### config.mk
export PLATFORM = sky130hd
export DESIGN_NAME = nsx_exec
export DESIGN_NICKNAME = d
export VERILOG_FILES = /design/src/rtl/nsx_pkg.sv /design/src/rtl/nsx_addr_calc.sv /design/src/rtl/nsx_exec.sv
export SDC_FILE = /design/constraint.sdc
export NUM_CORES = 1
export LEC_CHECK = 0
export BUFFER_PORTS_ARGS = -buffer_cell sky130_fd_sc_hd__buf_2
export CAP_MARGIN = 15
export CORE_MARGIN = 3
export CORE_UTILIZATION = 35
export DETAILED_ROUTE_END_ITERATION = 6
export PLACE_DENSITY = 0.57
export SYNTH_ARGS = -nofsm -noshare
export SYNTH_HDL_FRONTEND = slang
export SYNTH_HIERARCHICAL = 1
export SYNTH_SLANG_ARGS = --single-unit
### constraint.sdc
create_clock -name clk_sys_i -period 4 [get_ports clk_sys_i]
set_clock_uncertainty 0.05 [all_clocks]
set_input_delay 0.8 -clock clk_sys_i [delete_from_list [all_inputs] [get_ports clk_sys_i]]
set_output_delay 0.8 -clock clk_sys_i [all_outputs]
set_load 0.02 [all_outputs]
### src/rtl/nsx_pkg.sv
// shared constants and types for the nibble-exchange / table-read executor
package nsx_pkg;

    // widths
    localparam int DATA_W     = 8;
    localparam int PTR_W      = 21;
    localparam int BANK_SEL_W = 6;
    localparam int PWORD_W    = 16;

    // opcode patterns: opcode[15:10] for file ops, opcode[15:2] for the table read
    localparam logic [5:0]  OPC_SWAP    = 6'h0e;
    localparam logic [5:0]  OPC_SUBB    = 6'h16;
    localparam logic [13:0] OPC_PMEM_RD = 14'h0002;

    // opcode field positions
    localparam int OPF_DEST = 9;
    localparam int OPF_BANK = 8;

    // file addressing limits
    localparam logic [7:0] ILO_LIMIT    = 8'h5f;
    localparam logic [7:0] ACCESS_SPLIT = 8'h60;

    // table-read pointer modes (opcode[1:0])
    localparam logic [1:0] TBL_NOCHG   = 2'h0;
    localparam logic [1:0] TBL_POSTINC = 2'h1;
    localparam logic [1:0] TBL_POSTDEC = 2'h2;
    localparam logic [1:0] TBL_PREINC  = 2'h3;

    // clock steps inside an instruction (four clocks per instruction cycle)
    localparam logic [2:0] CYC_ZERO      = 3'h0;
    localparam logic [2:0] CYC_STEP      = 3'h1;
    localparam logic [2:0] CYC_FILE_RD   = 3'h1;
    localparam logic [2:0] CYC_FILE_PROC = 3'h2;
    localparam logic [2:0] CYC_FILE_LAST = 3'h3;
    localparam logic [2:0] CYC_PMEM_REQ  = 3'h4;
    localparam logic [2:0] CYC_PMEM_CAP  = 3'h6;
    localparam logic [2:0] CYC_TBL_LAST  = 3'h7;

    // status flag bit positions
    localparam int FLAGS_W = 5;
    localparam int FLG_C   = 0;
    localparam int FLG_DC  = 1;
    localparam int FLG_Z   = 2;
    localparam int FLG_OV  = 3;
    localparam int FLG_N   = 4;

    typedef enum logic [1:0] {
        NSX_IDLE,
        NSX_FILE,
        NSX_TABLE
    } nsx_state_type;

endpackage

### src/rtl/nsx_addr_calc.sv
// file operand address resolver: access bank, banked, indexed literal offset
`timescale 1ns/100ps
`default_nettype none

module nsx_addr_calc #(
    parameter int BANK_SEL_W = nsx_pkg::BANK_SEL_W,
    parameter int ADDR_W     = BANK_SEL_W + 8
) (
    // operand fields
    input  wire logic [7:0]            f_i,
    input  wire logic                  bank_i,
    // addressing context
    input  wire logic [BANK_SEL_W-1:0] bank_select_register_i,
    input  wire logic                  ext_set_i,
    input  wire logic [ADDR_W-1:0]     ilo_base_i,
    // resolved address
    output logic      [ADDR_W-1:0]     addr_o
);

    // indexed literal offset wins over the access bank only for low operands;
    // the offset sum wraps inside the address width rather than saturating
    always_comb begin
        if (bank_i) begin
            addr_o = {bank_select_register_i, f_i};
        end else if (ext_set_i && (f_i <= nsx_pkg::ILO_LIMIT)) begin
            addr_o = ilo_base_i + {{BANK_SEL_W{1'b0}}, f_i};
        end else if (f_i < nsx_pkg::ACCESS_SPLIT) begin
            addr_o = {{BANK_SEL_W{1'b0}}, f_i};
        end else begin
            addr_o = {{BANK_SEL_W{1'b1}}, f_i};
        end
    end

endmodule
`default_nettype wire

### src/rtl/nsx_exec.sv
// executor for nibble exchange, subtract with borrow and program memory read
`timescale 1ns/100ps
`default_nettype none

module nsx_exec #(
    parameter int PTR_W      = nsx_pkg::PTR_W,
    parameter int BANK_SEL_W = nsx_pkg::BANK_SEL_W,
    parameter int ADDR_W     = BANK_SEL_W + 8
) (
    // clock and reset
    input  wire logic                       clk_sys_i,
    input  wire logic                       rstn_i,
    // instruction issue and core context
    input  wire logic                       issue_i,
    input  wire logic [15:0]                opcode_i,
    input  wire logic [7:0]                 w_i,
    input  wire logic                       carry_i,
    input  wire logic [BANK_SEL_W-1:0]      bank_select_register_i,
    input  wire logic                       ext_set_i,
    input  wire logic [ADDR_W-1:0]          ilo_base_i,
    // program pointer load
    input  wire logic                       ptr_load_i,
    input  wire logic [PTR_W-1:0]           ptr_data_i,
    // memory read data
    input  wire logic [7:0]                 file_rdata_i,
    input  wire logic [nsx_pkg::PWORD_W-1:0] pmem_rdata_i,
    // status
    output logic                            busy_o,
    // data register file
    output logic [ADDR_W-1:0]               file_addr_o,
    output logic                            file_rd_o,
    output logic                            file_wr_o,
    output logic [7:0]                      file_wdata_o,
    // accumulator and flags
    output logic                            w_wr_o,
    output logic [7:0]                      w_wdata_o,
    output logic                            status_wr_o,
    output logic [nsx_pkg::FLAGS_W-1:0]     flags_o,
    // program memory
    output logic [PTR_W-2:0]                pmem_addr_o,
    output logic                            pmem_rd_o,
    output logic [PTR_W-1:0]                program_pointer_o,
    output logic [7:0]                      fetched_byte_latch_o
);

    localparam logic [PTR_W-1:0] PTR_ONE = PTR_W'(1);

    ////////////////////////////////////////////////////////////////////////////
    // decode

    // nine-bit difference; bit 8 set means a borrow came out
    function automatic logic [8:0] sub_borrow(input logic [7:0] a, input logic [7:0] b, input logic bw);
        sub_borrow = {1'b0, a} - {1'b0, b} - {8'h00, bw};
    endfunction

    logic [7:0]        f_field;
    logic              is_swap;
    logic              is_subb;
    logic              is_tbl;
    logic              accept;
    logic [ADDR_W-1:0] eff_addr;

    nsx_pkg::nsx_state_type state_r;
    nsx_pkg::nsx_state_type state_nxt;

    // unknown opcodes are simply not taken
    assign f_field = opcode_i[7:0];
    assign is_swap = (opcode_i[15:10] == nsx_pkg::OPC_SWAP);
    assign is_subb = (opcode_i[15:10] == nsx_pkg::OPC_SUBB);
    assign is_tbl  = (opcode_i[15:2] == nsx_pkg::OPC_PMEM_RD);
    assign accept  = issue_i && (state_r == nsx_pkg::NSX_IDLE) && (is_swap || is_subb || is_tbl);

    nsx_addr_calc #(
        .BANK_SEL_W             (BANK_SEL_W),
        .ADDR_W                 (ADDR_W)
    ) u_addr (
        .f_i                    (f_field),
        .bank_i                 (opcode_i[nsx_pkg::OPF_BANK]),
        .bank_select_register_i (bank_select_register_i),
        .ext_set_i              (ext_set_i),
        .ilo_base_i             (ilo_base_i),
        .addr_o                 (eff_addr)
    );

    ////////////////////////////////////////////////////////////////////////////
    // sequencer state

    logic [2:0]                    cyc_r, cyc_nxt;
    logic                          busy_r, busy_nxt;
    logic                          swap_r, swap_nxt;
    logic                          dest_r, dest_nxt;
    logic [1:0]                    mode_r, mode_nxt;
    logic [7:0]                    w_r, w_nxt;
    logic                          c_r, c_nxt;
    logic [7:0]                    opnd_r, opnd_nxt;
    logic [ADDR_W-1:0]             faddr_r, faddr_nxt;
    logic                          frd_r, frd_nxt;
    logic                          fwr_r, fwr_nxt;
    logic [7:0]                    fwdata_r, fwdata_nxt;
    logic                          wwr_r, wwr_nxt;
    logic [7:0]                    wwdata_r, wwdata_nxt;
    logic                          swr_r, swr_nxt;
    logic [nsx_pkg::FLAGS_W-1:0]   flags_r, flags_nxt;
    logic [PTR_W-2:0]              paddr_r, paddr_nxt;
    logic                          prd_r, prd_nxt;
    logic [PTR_W-1:0]              ptr_r, ptr_nxt;                  // byte address
    logic [7:0]                    latch_r, latch_nxt;
    logic [8:0]                    diff;
    logic [8:0]                    nib;
    logic [7:0]                    result;

    // next values; strobes default low so each lasts one clock
    always_comb begin
        diff       = sub_borrow(file_rdata_i, w_r, !c_r);
        nib        = sub_borrow({4'h0, file_rdata_i[3:0]}, {4'h0, w_r[3:0]}, !c_r);
        result     = swap_r ? {file_rdata_i[3:0], file_rdata_i[7:4]} : diff[7:0];
        state_nxt  = state_r;
        cyc_nxt    = cyc_r;
        busy_nxt   = busy_r;
        swap_nxt   = swap_r;
        dest_nxt   = dest_r;
        mode_nxt   = mode_r;
        w_nxt      = w_r;
        c_nxt      = c_r;
        opnd_nxt   = opnd_r;
        faddr_nxt  = faddr_r;
        frd_nxt    = 1'b0;
        fwr_nxt    = 1'b0;
        fwdata_nxt = fwdata_r;
        wwr_nxt    = 1'b0;
        wwdata_nxt = wwdata_r;
        swr_nxt    = 1'b0;
        flags_nxt  = flags_r;
        paddr_nxt  = paddr_r;
        prd_nxt    = 1'b0;
        ptr_nxt    = ptr_r;
        latch_nxt  = latch_r;
        unique case (state_r)
            nsx_pkg::NSX_IDLE: begin
                if (accept) begin
                    cyc_nxt  = nsx_pkg::CYC_FILE_RD;
                    busy_nxt = 1'b1;
                    swap_nxt = is_swap;
                    dest_nxt = opcode_i[nsx_pkg::OPF_DEST];
                    mode_nxt = opcode_i[1:0];
                    w_nxt    = w_i;
                    c_nxt    = carry_i;
                    if (is_tbl) begin
                        state_nxt = nsx_pkg::NSX_TABLE;
                        if (opcode_i[1:0] == nsx_pkg::TBL_PREINC) begin
                            ptr_nxt = ptr_r + PTR_ONE;              // bump before the read
                        end
                    end else begin
                        state_nxt = nsx_pkg::NSX_FILE;
                        faddr_nxt = eff_addr;
                        frd_nxt   = 1'b1;
                    end
                end else if (ptr_load_i) begin
                    ptr_nxt = ptr_data_i;                           // loads only between instructions
                end
            end
            nsx_pkg::NSX_FILE: begin
                cyc_nxt = cyc_r + nsx_pkg::CYC_STEP;
                if (cyc_r == nsx_pkg::CYC_FILE_PROC) begin
                    opnd_nxt = file_rdata_i;
                    if (dest_r) begin
                        fwr_nxt    = 1'b1;                          // back to the source
                        fwdata_nxt = result;
                    end else begin
                        wwr_nxt    = 1'b1;                          // to the accumulator
                        wwdata_nxt = result;
                    end
                    if (!swap_r) begin                              // exchange leaves flags alone
                        swr_nxt                   = 1'b1;
                        flags_nxt[nsx_pkg::FLG_C]  = !diff[8];
                        flags_nxt[nsx_pkg::FLG_DC] = !nib[8];
                        flags_nxt[nsx_pkg::FLG_Z]  = (diff[7:0] == 8'h00);
                        flags_nxt[nsx_pkg::FLG_OV] = (file_rdata_i[7] != w_r[7]) && (diff[7] != file_rdata_i[7]);
                        flags_nxt[nsx_pkg::FLG_N]  = diff[7];
                    end
                end
                if (cyc_r == nsx_pkg::CYC_FILE_LAST) begin          // one instruction cycle
                    state_nxt = nsx_pkg::NSX_IDLE;
                    cyc_nxt   = nsx_pkg::CYC_ZERO;
                    busy_nxt  = 1'b0;
                end
            end
            nsx_pkg::NSX_TABLE: begin
                cyc_nxt = cyc_r + nsx_pkg::CYC_STEP;
                if (cyc_r == nsx_pkg::CYC_PMEM_REQ) begin
                    prd_nxt   = 1'b1;
                    paddr_nxt = ptr_r[PTR_W-1:1];                   // word address
                end
                if (cyc_r == nsx_pkg::CYC_PMEM_CAP) begin
                    latch_nxt = ptr_r[0] ? pmem_rdata_i[15:8] : pmem_rdata_i[7:0];
                    unique case (mode_r)
                        nsx_pkg::TBL_POSTINC: ptr_nxt = ptr_r + PTR_ONE;
                        nsx_pkg::TBL_POSTDEC: ptr_nxt = ptr_r - PTR_ONE;
                        nsx_pkg::TBL_NOCHG:   ptr_nxt = ptr_r;
                        nsx_pkg::TBL_PREINC:  ptr_nxt = ptr_r;      // already bumped
                    endcase
                end
                if (cyc_r == nsx_pkg::CYC_TBL_LAST) begin
                    state_nxt = nsx_pkg::NSX_IDLE;
                    cyc_nxt   = nsx_pkg::CYC_ZERO;
                    busy_nxt  = 1'b0;
                end
            end
            default: begin
                state_nxt = nsx_pkg::NSX_IDLE;                      // recover from an illegal code
                cyc_nxt   = nsx_pkg::CYC_ZERO;
                busy_nxt  = 1'b0;
            end
        endcase
    end

    // registers only
    always_ff @(posedge clk_sys_i) begin
        if (!rstn_i) begin
            state_r  <= nsx_pkg::NSX_IDLE;
            cyc_r    <= nsx_pkg::CYC_ZERO;
            busy_r   <= 1'b0;
            swap_r   <= 1'b0;
            dest_r   <= 1'b0;
            mode_r   <= nsx_pkg::TBL_NOCHG;
            w_r      <= 8'h00;
            c_r      <= 1'b0;
            opnd_r   <= 8'h00;
            faddr_r  <= '0;
            frd_r    <= 1'b0;
            fwr_r    <= 1'b0;
            fwdata_r <= 8'h00;
            wwr_r    <= 1'b0;
            wwdata_r <= 8'h00;
            swr_r    <= 1'b0;
            flags_r  <= '0;
            paddr_r  <= '0;
            prd_r    <= 1'b0;
            ptr_r    <= '0;
            latch_r  <= 8'h00;
        end else begin
            state_r  <= state_nxt;
            cyc_r    <= cyc_nxt;
            busy_r   <= busy_nxt;
            swap_r   <= swap_nxt;
            dest_r   <= dest_nxt;
            mode_r   <= mode_nxt;
            w_r      <= w_nxt;
            c_r      <= c_nxt;
            opnd_r   <= opnd_nxt;
            faddr_r  <= faddr_nxt;
            frd_r    <= frd_nxt;
            fwr_r    <= fwr_nxt;
            fwdata_r <= fwdata_nxt;
            wwr_r    <= wwr_nxt;
            wwdata_r <= wwdata_nxt;
            swr_r    <= swr_nxt;
            flags_r  <= flags_nxt;
            paddr_r  <= paddr_nxt;
            prd_r    <= prd_nxt;
            ptr_r    <= ptr_nxt;
            latch_r  <= latch_nxt;
        end
    end

    // outputs straight from the registers
    assign busy_o               = busy_r;
    assign file_addr_o          = faddr_r;
    assign file_rd_o            = frd_r;
    assign file_wr_o            = fwr_r;
    assign file_wdata_o         = fwdata_r;
    assign w_wr_o               = wwr_r;
    assign w_wdata_o            = wwdata_r;
    assign status_wr_o          = swr_r;
    assign flags_o              = flags_r;
    assign pmem_addr_o          = paddr_r;
    assign pmem_rd_o            = prd_r;
    assign program_pointer_o    = ptr_r;
    assign fetched_byte_latch_o = latch_r;
endmodule
`default_nettype wire

== Yosys cells after proc, flatten, opt, wreduce, memory -nomap -nowiden ==
Index checks and enable logic that the tools add are counted.

* Register bits: 108
* Output and inout port bits: 90

* Bitwise gates (word level): 3
* Equality and inequality tests: 24
* $add $sub $neg: 8
* Order comparisons: 2
* Reduce and logical (&&, ||, !) cells: 26
* Multiplexer cells: 30

{| class="wikitable"
|+ Operator list
! cell !! count
|-
| $mux 21 || 5
|-
| $pmux 21 s2 || 2
|-
| $mux 14 || 3
|-
| $add 21x1->21 const B || 1
|-
| $reduce_and 3->1 || 7
|-
| $sub 21x1->21 const B || 1
|-
| $mux 8 || 2
|-
| $add 14x8->14 || 1
|-
| $eq 14x2->1 const B || 1
|-
| $ne 2x2->1 const B || 5
|-
| $eq 3x3->1 const B || 3
|-
| $mux 3 || 3
|-
| $pmux 3 s3 || 1
|-
| $sub 8x8->9 || 1
|-
| $sub 9x1->9 || 1
|-
| $eq 2x2->1 const B || 4
|-
| $le 8x7->1 const B || 1
|-
| $logic_not 8->1 || 1
|-
| $lt 8x7->1 const B || 1
|-
| $mux 1 || 8
|-
| $mux 2 || 4
|-
| $reduce_and 2->1 || 4
|-
| $eq 3x2->1 const B || 2
|-
| $eq 6x4->1 const B || 1
|-
| 18 further kinds || 30
|}

== Logic depth before layout (Yosys ltp) ==
* Depth after elaboration: 6
* Gate-level depth with buffers: 10

== Hierarchy ==
Netlist, hierarchy kept.

{| class="wikitable"
|+ Modules (own cells, without submodules)
! module !! times used !! area an instance (um^2) !! cells an instance
|-
| nsx_exec || 1 || 6,069.6 || 783
|-
| nsx_addr_calc || 1 || 715.7 || 105
|}

== Worst setup path before layout ==
No wires, ideal clock.

* Kind: input port to flip-flop
* Start: input file_rdata_i[0]
* End: register flags_r (netlist bit flags_o[2])
* Data arrival time: 2.604 ns
* Cell stages on the path: 9
* Slack: 1.276 ns
* Path buffers: 0
* Path through: inv_1 -> fa_1 -> inv_1 -> ha_1 -> xor2_1 -> or3_1 -> nor4_1 -> nand4_1 -> a21oi_1

* Word-level cells in the longest chain between the ends: 3

{| class="wikitable"
|+ RTL lines
! item !! RTL line !! RTL
|-
| start: declaration || nsx_exec.sv:25 || <nowiki>input wire logic [7:0] file_rdata_i,</nowiki>
|-
| $sub 8x8->9 || nsx_exec.sv:53 || <nowiki>sub_borrow = {1'b0, a} - {1'b0, b} - {8'h00, bw};</nowiki>
|-
| $sub 9x1->9 || nsx_exec.sv:53 ||
|-
| $logic_not 8->1 || nsx_exec.sv:177 || <nowiki>flags_nxt[nsx_pkg::FLG_Z] = (diff[7:0] == 8'h00);</nowiki>
|-
| end signal: assignment || nsx_exec.sv:258 || <nowiki>flags_r <= flags_nxt;</nowiki>
|-
| end: declaration || nsx_exec.sv:103 || <nowiki>logic [nsx_pkg::FLAGS_W-1:0] flags_r, flags_nxt;</nowiki>
|}

No other way between the ends.
A chain may end at the register's enable or synchronous reset.

== Worst setup path after layout ==
* Start: register ptr_r[0] (netlist: program_pointer_o[0])
* End: register ptr_r[20] (netlist: program_pointer_o[20])

* Word-level cells in the longest chain between the ends: 5

{| class="wikitable"
|+ RTL lines
! item !! RTL line !! RTL
|-
| start: declaration || nsx_exec.sv:106 || <nowiki>logic [PTR_W-1:0] ptr_r, ptr_nxt;</nowiki>
|-
| start signal: assignment || nsx_exec.sv:261 || <nowiki>ptr_r <= ptr_nxt;</nowiki>
|-
| $add 21x1->21 || nsx_exec.sv:151, nsx_exec.sv:197 ||
|-
| $mux 21 || nsx_exec.sv:150 || <nowiki>if (opcode_i[1:0] == nsx_pkg::TBL_PREINC) begin</nowiki>
|-
| $mux 21 || nsx_exec.sv:148 || <nowiki>if (is_tbl) begin</nowiki>
|-
| $mux 21 || nsx_exec.sv:140 || <nowiki>if (accept) begin</nowiki>
|-
| $pmux 21 s2 (*) || nsx_exec.sv:138 || <nowiki>unique case (state_r)</nowiki>
|}

Mark *: on every way between the ends. The rest lies on a longest branch, timed or not. The select of a mux whose other input is x is not followed.

==> results.ini <==
[place]
dp.cells=1283
port_buffers=184
postPlaceCellArea_sq_mm=0.00787
gp_congestion=0.883
dp_hpwl_um=15900

[synthesis]
syn-num-nets=1022
synthArstFlopShare=0
synth_area_sq_mm=0.00679
synth.avg_cell_area_sq_um=7.64
ys_types=68
yosysWarningCount=6
netlist_instances=888
synth_edf_count=0
yosysSeqAreaShare=0.319
synth-seq-cells=108
ys.flop_type=dfxtp_1

[drt]
totalWireLength_um=21300
postRouteAntennaNets=0
wire_per_inst_um=16.5
remaining_drc_errors=0
initialDrtViolationCount=315
first_pass_iters=5
vias=6949
via_per_inst=5.36

[sta]
hold_viol_final=0
fin_crit_sh=0.700
min_period_ns=2.80
max_slew_margin=0.369
final-max-slew-violation-count=0
fmax_mhz=357
worstMarginPinSlew_ns=0.940
finalSetupTns_ns=0
rsz0062_at_grt=false
setup_violations=0

[finish]
n_fill_cell=2010
final_net_count=1168
fin_cells=1297
layout_common_cells=buf_2, nand2_1, dfxtp_1
final_cell_area_sq_mm=0.00817
seq_area_sq_mm=0.00216
utilization=0.433
syn_to_final_growth_pct=20.4
layout_commonest_cell=buf_2
multi_input_area_sq_mm=0.00422
num_antenna_cells=0
drive_above_1_share=0.219

[worst_setup_path]
worstPathMaxFanout=16
worstPathArrival_ns=3.02
crit_required_ns=4.22
crit_type=register to register
crit_chain=ha_1, and3_1, nand4_1, nor3_1, xor2_1, o22ai_1, o31ai_1
cp-start-kind=register
reg2reg_slack_ns=1.20
cp_slowest_cell=dfxtp_1
end_kind=register
cpPeakStageDelay_ns=0.81

[power_and_ir_drop]
leakage_nw=3.37
powerDensity_mw_per_mm2=306
irDropWorstVdd_uv=213

[floorplanning]
io_pins=185
start_util=0.359
die_h_um=145
core_sq_mm=0.0189
chipWidth_um=145
fp.dieArea_sq_mm=0.0211
num_rows=50

[hold_path]
hold_class=register to register

[run_status]
status=finished clean

[cts]
clockBufferDepth=2
post_cts_resize_count=0
cts_tree=done
postCtsHoldBufs=0
numCtsBuffers=9
cts_sinks=108
cts_max_level=3
clkTransAtPathRegs_ns=0.07
post-cts-setup-buffers=0
cts_root_buf=clkbuf_16
insertion_delay_ns=0.35

[global_route]
track_usage=0.197
grt_pass1_wl_um=34300
overflow=0
grt_max_degree=35
first_global_vias=6534
antenna_found_initial=1

[flow_run]
maxCapViolCount=0

==> logic make-up (layout without fill, tap and decap cells) <==
family	Yosys count	in the layout	share of synthesized area
XOR/XNOR	29	29	0.0374
flip-flops	108	108	0.319
buffers and inverters	104	253	0.0603
multiplexers	23	23	0.0345
AND/OR/NAND/NOR	348	348	0.252
adder cells (fa/ha/maj)	39	39	0.0763
AO/OA/AOI/OAI	237	237	0.221
==> metrics by stage <==
stage	hold slack, ns	setup WS (ns)	power [mW]
final	0.402	1.20	2.50
after global routing	0.420	0.914	2.62
after CTS	0.405	1.20	2.53
after detailed placement	0.394	0.890	1.59
after global placement	0.391	0.916	1.59
after floorplan	0.386	1.28	1.44
==> power breakdown <==
| part | leakage (nW) | internal, mW | switching [mW] |
|---|---|---|---|
| clock network | 0.144 | 0.516 | 0.416 |
| logic | 2.35 | 0.177 | 0.245 |
| registers | 0.874 | 1.09 | 0.0541 |
| total | 3.37 | 1.78 | 0.715 |
==> critical path, delay by kind of cell (launching register included) <==
family | cells | cell delay [ns]
simple gates | 3 | 1.04
flops | 1 | 0.81
fa+ha+maj | 1 | 0.33
compound gates | 2 | 0.31
xor+xnor | 1 | 0.17
==> path summary, 6_finish.rpt <==
path                                      from  depth (start not counted)                                  to
max          program_pointer_o[0]$_SDFFE_PN0P_                          7  program_pointer_o[20]$_SDFFE_PN0P_
min reg2reg        pmem_addr_o[9]$_SDFFE_PN0P_                          2         pmem_addr_o[9]$_SDFFE_PN0P_
min                pmem_addr_o[9]$_SDFFE_PN0P_                          2         pmem_addr_o[9]$_SDFFE_PN0P_
max reg2reg  program_pointer_o[0]$_SDFFE_PN0P_                          7  program_pointer_o[20]$_SDFFE_PN0P_
==> final cells by class <==
class                      count  share of cell area
multi-input combinational    676               0.516
sequential                   108               0.265
timing repair buffer         195               0.123
tap                          260              0.0398
clock buffer                  11              0.0309
inverter                      44              0.0202
clock inverter                 3             0.00566
==> cell usage after synthesis (4+ instances only) <==
master	n	area, sq um
nand2_1	137	514
dfxtp_1	108	2160
a21oi_1	89	445
nor2_1	67	251
clkbuf_1	53	199
inv_1	43	161
ha_1	35	438
o21ai_0	32	160
nand3_1	26	130
a211oi_1	20	150
mux2i_1	20	200
xnor2_1	15	131
nor3_1	14	70.1
xor2_1	14	123
a31oi_1	13	81.3
nand4_1	12	75.1
and3_1	11	68.8
nand2b_1	11	68.8
nor4_1	10	62.6
nor2b_1	9	56.3
o22ai_1	9	56.3
or3_1	9	56.3
and2_1	8	50.1
and4_1	8	70.1
a22oi_1	7	52.6
a32o_1	7	70.1
o21a_1	7	52.6
o21ai_1	6	30.0
nor3b_1	5	37.5
o211ai_1	5	37.5
o41ai_1	5	43.8
a221oi_1	4	35.0
fa_1	4	80.1
nor4b_1	4	35.0
o31ai_1	4	30.0
==> per-layer routing <==
metal,GRT usage,share of wire,vias to the layer above
met5,0,0.00061,-
met4,0.0470,0.013,2
met3,0.0472,0.069,26
met2,0.341,0.49,226
met1,0.246,0.43,3236
li1,-,-,3459
==> registers in the layout, indices dropped and copies added, names as in the netlist <==
| name | cells |
|---|---|
| swap_r | 1 |
| cyc_r | 3 |
| program_pointer_o | 21 |
| flags_o | 5 |
| file_wdata_o | 8 |
| file_rd_o | 1 |
| w_r | 8 |
| fetched_byte_latch_o | 8 |
| pmem_addr_o | 20 |
| mode_r | 2 |
| busy_o | 1 |
| file_wr_o | 1 |
| c_r | 1 |
| w_wr_o | 1 |
| dest_r | 1 |
| file_addr_o | 14 |
| pmem_rd_o | 1 |
| status_wr_o | 1 |
| state_r | 2 |
| w_wdata_o | 8 |
(Power assumes the default switching activity.)
